File: src/hdl/rmc_pkg.sv
// Constants for the maker configuration register bank
package rmc_pkg;
	// ----------------------------------------------------------------
	// Command codes
	// ----------------------------------------------------------------
	localparam logic [7:0] RMC_CMD_LOCK_RESET = 8'hD0;
	localparam logic [7:0] RMC_CMD_MAKER_CFG = 8'hD1;
	localparam logic [7:0] RMC_CMD_REG_CFG_A = 8'hD2;
	// ----------------------------------------------------------------
	// Reset values and writable masks
	// ----------------------------------------------------------------
	localparam logic [7:0] RMC_LOCK_RESET_RST = 8'h00;
	localparam logic [7:0] RMC_MAKER_CFG_RST = 8'h07;
	localparam logic [7:0] RMC_REG_CFG_A_RST = 8'h52;
	localparam logic [7:0] RMC_MAKER_CFG_MASK = 8'hCF;
	localparam logic [7:0] RMC_REG_CFG_A_MASK = 8'h7E;
	localparam logic [7:0] RMC_UNMAPPED_DATA = 8'h00;
	// ----------------------------------------------------------------
	// Field positions
	// ----------------------------------------------------------------
	localparam int RMC_LOCK_BIT = 0;
	localparam int RMC_SOFT_RESET_BIT = 1;
	localparam int RMC_RPC_MSB = 7;
	localparam int RMC_RPC_LSB = 6;
	localparam int RMC_TIMEOUT_EN_BIT = 3;
	localparam int RMC_FAULT_EN_BIT = 2;
	localparam int RMC_ALERT_EN_BIT = 1;
	localparam int RMC_MONITOR_EN_BIT = 0;
	localparam int RMC_PHASE_MSB = 6;
	localparam int RMC_PHASE_LSB = 4;
	localparam int RMC_VSRC_BIT = 3;
	localparam int RMC_LOOP_EN_BIT = 2;
	localparam int RMC_CLIM_EN_BIT = 1;
	// ----------------------------------------------------------------
	// Timing
	// ----------------------------------------------------------------
	localparam int RMC_CLK_MHZ = 100;
	localparam int RMC_LINK_TIMEOUT_MS = 35;
	localparam int RMC_LINK_TIMEOUT_CYCLES = RMC_LINK_TIMEOUT_MS * 1000 * RMC_CLK_MHZ;
	localparam int RMC_TO_CNT_W = 22;
endpackage

File: src/hdl/rmc_bank.sv
// Maker configuration register bank with lock and soft reset
`timescale 1ns/1ps
module rmc_bank import rmc_pkg::*; #(
	parameter int TIMEOUT_CYCLES = RMC_LINK_TIMEOUT_CYCLES
) (
	input wire logic i_ref_clk,
	input wire logic i_rst_b,
	input wire logic i_wr_stb,
	input wire logic i_rd_stb,
	input wire logic [7:0] i_cmd,
	input wire logic [7:0] i_wr_data,
	output logic [7:0] o_rd_data,
	output logic o_rd_valid,
	input wire logic i_in_transaction,
	input wire logic i_bus_activity,
	output logic o_bus_release,
	input wire logic i_fault_raw,
	input wire logic i_alert_raw,
	output logic o_fault_pin,
	output logic o_alert_pin,
	output logic o_monitor_enable,
	output logic [1:0] o_reduced_phase_count,
	output logic [2:0] o_phase_count,
	input wire logic [7:0] i_vout_command,
	input wire logic [7:0] i_vid_pins,
	output logic [7:0] o_vout_target,
	output logic o_current_limit_enable,
	input wire logic i_pair_loop_enable,
	output logic o_loop_test_enable
);
	// ----------------------------------------------------------------
	// Decode functions
	// ----------------------------------------------------------------
	function automatic logic [1:0] rpc_decode(input logic [1:0] code);
		rpc_decode = (code == 2'b01) ? 2'd2 : (code == 2'b10) ? 2'd3 : 2'd1;
	endfunction

	function automatic logic [2:0] phase_decode(input logic [2:0] code);
		phase_decode = (code <= 3'd5) ? code + 3'd1 : 3'd6;
	endfunction

	// ----------------------------------------------------------------
	// Register file
	// ----------------------------------------------------------------
	logic lock_q, lock_d;
	logic [7:0] mcfg_q, mcfg_d;
	logic [7:0] vcfg_q, vcfg_d;
	logic [7:0] rd_data_q, rd_data_d;
	logic rd_valid_q, rd_valid_d;

	// Next values for writes, soft reset and lock
	always_comb begin
		lock_d = lock_q;
		mcfg_d = mcfg_q;
		vcfg_d = vcfg_q;
		if (i_wr_stb && !lock_q) begin
			if (i_cmd == RMC_CMD_LOCK_RESET) begin
				if (i_wr_data[RMC_SOFT_RESET_BIT]) begin
					mcfg_d = RMC_MAKER_CFG_RST;
					vcfg_d = RMC_REG_CFG_A_RST;
				end
				lock_d = i_wr_data[RMC_LOCK_BIT];
			end else if (i_cmd == RMC_CMD_MAKER_CFG) begin
				mcfg_d = i_wr_data & RMC_MAKER_CFG_MASK;
			end else if (i_cmd == RMC_CMD_REG_CFG_A) begin
				vcfg_d = i_wr_data & RMC_REG_CFG_A_MASK;
			end
		end
	end

	// Read mux, soft reset bit never stored
	always_comb begin
		rd_valid_d = i_rd_stb;
		rd_data_d = rd_data_q;
		if (i_rd_stb) begin
			if (i_cmd == RMC_CMD_LOCK_RESET) begin
				rd_data_d = {7'h00, lock_q};
			end else if (i_cmd == RMC_CMD_MAKER_CFG) begin
				rd_data_d = mcfg_q;
			end else if (i_cmd == RMC_CMD_REG_CFG_A) begin
				rd_data_d = vcfg_q;
			end else begin
				rd_data_d = RMC_UNMAPPED_DATA;
			end
		end
	end

	// Register stage; only power-on reset clears the lock
	always_ff @(posedge i_ref_clk) begin
		if (!i_rst_b) begin
			lock_q <= RMC_LOCK_RESET_RST[RMC_LOCK_BIT];
			mcfg_q <= RMC_MAKER_CFG_RST;
			vcfg_q <= RMC_REG_CFG_A_RST;
			rd_data_q <= RMC_UNMAPPED_DATA;
			rd_valid_q <= 1'b0;
		end else begin
			lock_q <= lock_d;
			mcfg_q <= mcfg_d;
			vcfg_q <= vcfg_d;
			rd_data_q <= rd_data_d;
			rd_valid_q <= rd_valid_d;
		end
	end

	assign o_rd_data = rd_data_q;
	assign o_rd_valid = rd_valid_q;

	// ----------------------------------------------------------------
	// Link timeout
	// ----------------------------------------------------------------
	logic [RMC_TO_CNT_W-1:0] to_cnt_q, to_cnt_d;
	logic release_q, release_d;

	// Count idle cycles inside a transaction
	always_comb begin
		to_cnt_d = '0;
		release_d = 1'b0;
		if (mcfg_q[RMC_TIMEOUT_EN_BIT] && i_in_transaction && !i_bus_activity) begin
			if (to_cnt_q >= RMC_TO_CNT_W'(TIMEOUT_CYCLES)) begin
				release_d = 1'b1;
			end else begin
				to_cnt_d = to_cnt_q + 1'b1;
			end
		end
	end

	always_ff @(posedge i_ref_clk) begin
		if (!i_rst_b) begin
			to_cnt_q <= '0;
			release_q <= 1'b0;
		end else begin
			to_cnt_q <= to_cnt_d;
			release_q <= release_d;
		end
	end

	assign o_bus_release = release_q;

	// ----------------------------------------------------------------
	// Voltage source select and pin synchroniser
	// ----------------------------------------------------------------
	logic [7:0] vid_meta_q, vid_sync_q, vout_q, vout_d;

	// Pick command code or synchronised pins
	always_comb begin
		vout_d = vcfg_q[RMC_VSRC_BIT] ? i_vout_command : vid_sync_q;
	end

	always_ff @(posedge i_ref_clk) begin
		if (!i_rst_b) begin
			vid_meta_q <= 8'h00;
			vid_sync_q <= 8'h00;
			vout_q <= 8'h00;
		end else begin
			vid_meta_q <= i_vid_pins;
			vid_sync_q <= vid_meta_q;
			vout_q <= vout_d;
		end
	end

	assign o_vout_target = vout_q;

	// ----------------------------------------------------------------
	// Configuration outputs
	// ----------------------------------------------------------------
	assign o_fault_pin = i_fault_raw & mcfg_q[RMC_FAULT_EN_BIT];
	assign o_alert_pin = i_alert_raw & mcfg_q[RMC_ALERT_EN_BIT];
	assign o_monitor_enable = mcfg_q[RMC_MONITOR_EN_BIT];
	assign o_reduced_phase_count = rpc_decode(mcfg_q[RMC_RPC_MSB:RMC_RPC_LSB]);
	assign o_phase_count = phase_decode(vcfg_q[RMC_PHASE_MSB:RMC_PHASE_LSB]);
	assign o_current_limit_enable = vcfg_q[RMC_CLIM_EN_BIT];
	assign o_loop_test_enable = vcfg_q[RMC_LOOP_EN_BIT] & i_pair_loop_enable;
endmodule

File: config.mk
export PLATFORM = sky130hd
export DESIGN_NAME = rmc_bank
export DESIGN_NICKNAME = d
export VERILOG_FILES = /design/src/hdl/rmc_pkg.sv /design/src/hdl/rmc_bank.sv
export SDC_FILE = /design/constraint.sdc
export NUM_CORES = 1
export LEC_CHECK = 0
export BUFFER_PORTS_ARGS = -buffer_cell sky130_fd_sc_hd__buf_2
export CORE_MARGIN = 2
export CORE_UTILIZATION = 48
export CTS_BUF_LIST = sky130_fd_sc_hd__clkbuf_4 sky130_fd_sc_hd__clkbuf_8 sky130_fd_sc_hd__clkbuf_16
export DETAILED_ROUTE_END_ITERATION = 7
export PLACE_DENSITY = 0.76
export SLEW_MARGIN = 20
export SYNTH_ARGS = -nofsm -noshare
export SYNTH_HDL_FRONTEND = slang
export SYNTH_SLANG_ARGS = --single-unit
File: constraint.sdc
create_clock -name i_ref_clk -period 1.6 [get_ports i_ref_clk]
set_input_delay 0.16 -clock i_ref_clk [delete_from_list [all_inputs] [get_ports i_ref_clk]]
set_output_delay 0.16 -clock i_ref_clk [all_outputs]
set_load 0.1 [all_outputs]
==> results.toml <==
[global_routing]
grt_pass1_wl_mm = 9.99
grt.total_usage_pct = 20.0
grt_pass1_vias = 2291
overflow = 0
antenna_found_initial = 0
grt_max_degree = 26

[synth]
synth_edf_count = 0
yosysUniqueCellTypes = 46
synthAdderAreaFrac_pct = 2.16
yosys-top-cells-count = "dfxtp_1, and2_1, nor2_1"
synth_compound_area_share_pct = 12.9
synth_top_family_by_area = "simple AND/OR/NAND/NOR gates"
syn_nets = 349
synthDominantCellAreaShare_pct = 47.8
synth_area_per_cell_um2 = 9.54
synthCells = 303
ys_ff_latch = 69
synthXorXnorAreaFrac_pct = 3.63
muxShareOfSynthArea_pct = 3.46
synth_most_common_cell = "dfxtp_1"
synth_area_mm2 = 0.00289
yosysTopAreaCell = "dfxtp_1"
synth-seq-area-share_pct = 47.8
yosys.area_share.simple_pct = 25.8
synth_area_leaders = "dfxtp_1, and2_1, mux2i_1"
async_reset_ff_share_pct = 0
synth_flop_cell = "dfxtp_1"
synth_warnings = 0

[job]
max_cap_violations = 0

[route]
drt_iter0_drc = 70
drtAntennaViolNets = 0
avgViaCountPerCell = 5.22
drt-total-wl_mm = 6.65
vias = 2521
drc_errors = 0
wl_per_cell_um = 13.8
firstDrtPassIters = 4

[sta]
fmax_ghz = 0.627
hold_violations = 0
clock_skew_ns = 0.00827
finalSetupViolations = 0
slew_headroom_pct = 64.0
tightestPinTransition_ns = 0.540
period_minus_slack_ns = 1.59
rsz0062_at_grt = "yes"
slew_viol_final = 0
hold_ws_ns = 0.0208
finalWorstSetupSlack_ns = 0.00567
fin_crit_sh_pct = 99.6

[worst_setup_path]
end_kind = "output port"
crit_path_max_fanout = 3
worst_setup_path_start_kind = "register"
required_ns = 1.44
worstPathArrival_ns = 1.43
crit_type = "reg2out"

[clock_network]
clkTransAtPathRegs_ns = 0.08
ctsLongestPathBuffers = 2
cts_tree = "yes"
holdBufCountCts = 0
cts_root_buf = "clkbuf_8"
clkLatencyLatePin_ns = 0.34
numCtsBuffers = 9
cts_max_level = 3
clkSinkCount = 69

[place]
hpwl_mm = 4.56
gp_congestion = 0.851
io_buffers = 68
place_worst_setup_slack_ns = -0.0800

[floorplan]
initial_core_util_pct = 49.1
io_pins = 69
coreArea_mm2 = 0.00589
die_h_um = 81.6
die-area_mm2 = 0.00666
rows = 28
die_w_um = 81.6

[power]
seqPwrFrac_pct = 49.0
leakage_nw = 1.58
p_switching_w = 0.000852
p_per_area_mw_per_mm2 = 904
clock_power_share_pct = 44.4
vdd.ir_drop.worst_mv = 0.614
p_int_w = 0.00271
switching_share_pct = 23.9
combPwrFrac_pct = 6.6

[final_layout]
fin_nets = 449
syn_to_final_growth_pct = 36.1
drive_gt1_share_pct = 38.2
n_fill_cell = 462
antennaDiodeCount = 0
fin_util_pct = 66.9

[run_status]
status = "completed"

[hold_path]
hold_class = "in2reg"
[path summary, 6_finish.rpt]
kind	from	endpoint	slack, ns	cells after the start
worst max-delay path	vcfg_q[5]	o_phase_count[2]	0.006	5
worst min-delay path	i_vid_pins[3]	vid_meta_q[3]	0.02	2
worst max register to register	to_cnt_q[8]	to_cnt_q[19]	0.06	4
worst min register to register	vid_meta_q[1]	vid_sync_q[1]	0.44	1
[power groups by stage]
stage               combinational [W]  clock [W]  sequential [W]
floorplan                    0.000100          0         0.00184
global placement             0.000232          0         0.00179
detailed placement           0.000235          0         0.00179
CTS                          0.000236    0.00161         0.00175
global route                 0.000252    0.00168         0.00174
finish                       0.000236    0.00158         0.00174
[sequential cells by signal, summed over array words and instances (netlist names)]
name	cells
to_cnt_q	22
o_rd_data	8
o_vout_target	8
vid_meta_q	8
vid_sync_q	8
mcfg_q	6
vcfg_q	6
lock_q	1
o_bus_release	1
o_rd_valid	1
[repair_timing]
action / in CTS / in global routing
endpoints found under the setup margin: 5 / 10
gates resized for setup: 14 / 30
pin swaps: 2 / 9
setup buffers: 3 / 5
[logic make-up after synthesis]
logic type	Yosys count
AO/OA/AOI/OAI	49
XOR/XNOR	12
adder cells (fa/ha/maj)	5
buffers and inverters	30
flip-flops	69
multiplexers	10
AND/OR/NAND/NOR	128
[cell usage in the layout, fill, tap and decap left out, drive strengths merged, types with 5 or more instances in the layout]
| cell | count |
|---|---|
| or3 | 6 |
| nand2b | 5 |
| mux2i | 10 |
| nand3 | 12 |
| o21ai | 10 |
| xnor2 | 6 |
| clkbuf | 10 |
| o22ai | 5 |
| nor2b | 12 |
| nand2 | 17 |
| nand4 | 11 |
| ha | 5 |
| a21oi | 10 |
| buf | 100 |
| o22a | 6 |
| and2 | 23 |
| inv | 19 |
| and3 | 5 |
| xor2 | 6 |
| nor2 | 19 |
| dfxtp | 69 |
[critical path, stage by stage, from the launching register on]
cell and delay [ns]:
dfxtp_2 0.35, inv_2 0.05, ha_4 0.15, o211ai_1 0.18, o21a_2 0.18, buf_12 0.17
[through the flow]
step / power [W] / std cells / area (um^2) / setup TNS (ns)
6_report: 0.00356 / 483 / 3940 / 0
3_3_place_gp: 0.00202 / 460 / 3520 / -0.245
3_5_place_dp: 0.00202 / 460 / 3520 / -0.574
4_1_cts: 0.00359 / 479 / 3810 / 0
2_1_floorplan: 0.00194 / 303 / 2900 / 0
5_1_grt: 0.00368 / 483 / 3940 / -0.114
[area by class of cell]
cell class,count,area (um^2),share of cell area [%]
clock buffers,9,124,3.15
clock inverters,7,98.8,2.51
inverters,18,67.6,1.72
multi-input cells,204,1480,37.7
flip-flops and latches,69,1410,35.8
well taps,75,93.8,2.38
repair buffers,101,662,16.8
[per-layer routing]
metal	part of all wire, %	global-route usage (%)	up-vias
met1	43	22.7	1177
met4	2.2	9.17	0
met5	0	0	-
met2	51	34.8	67
met3	4.5	5.60	17
li1	-	-	1260
Note: power is estimated with default switching activity, not from simulation.
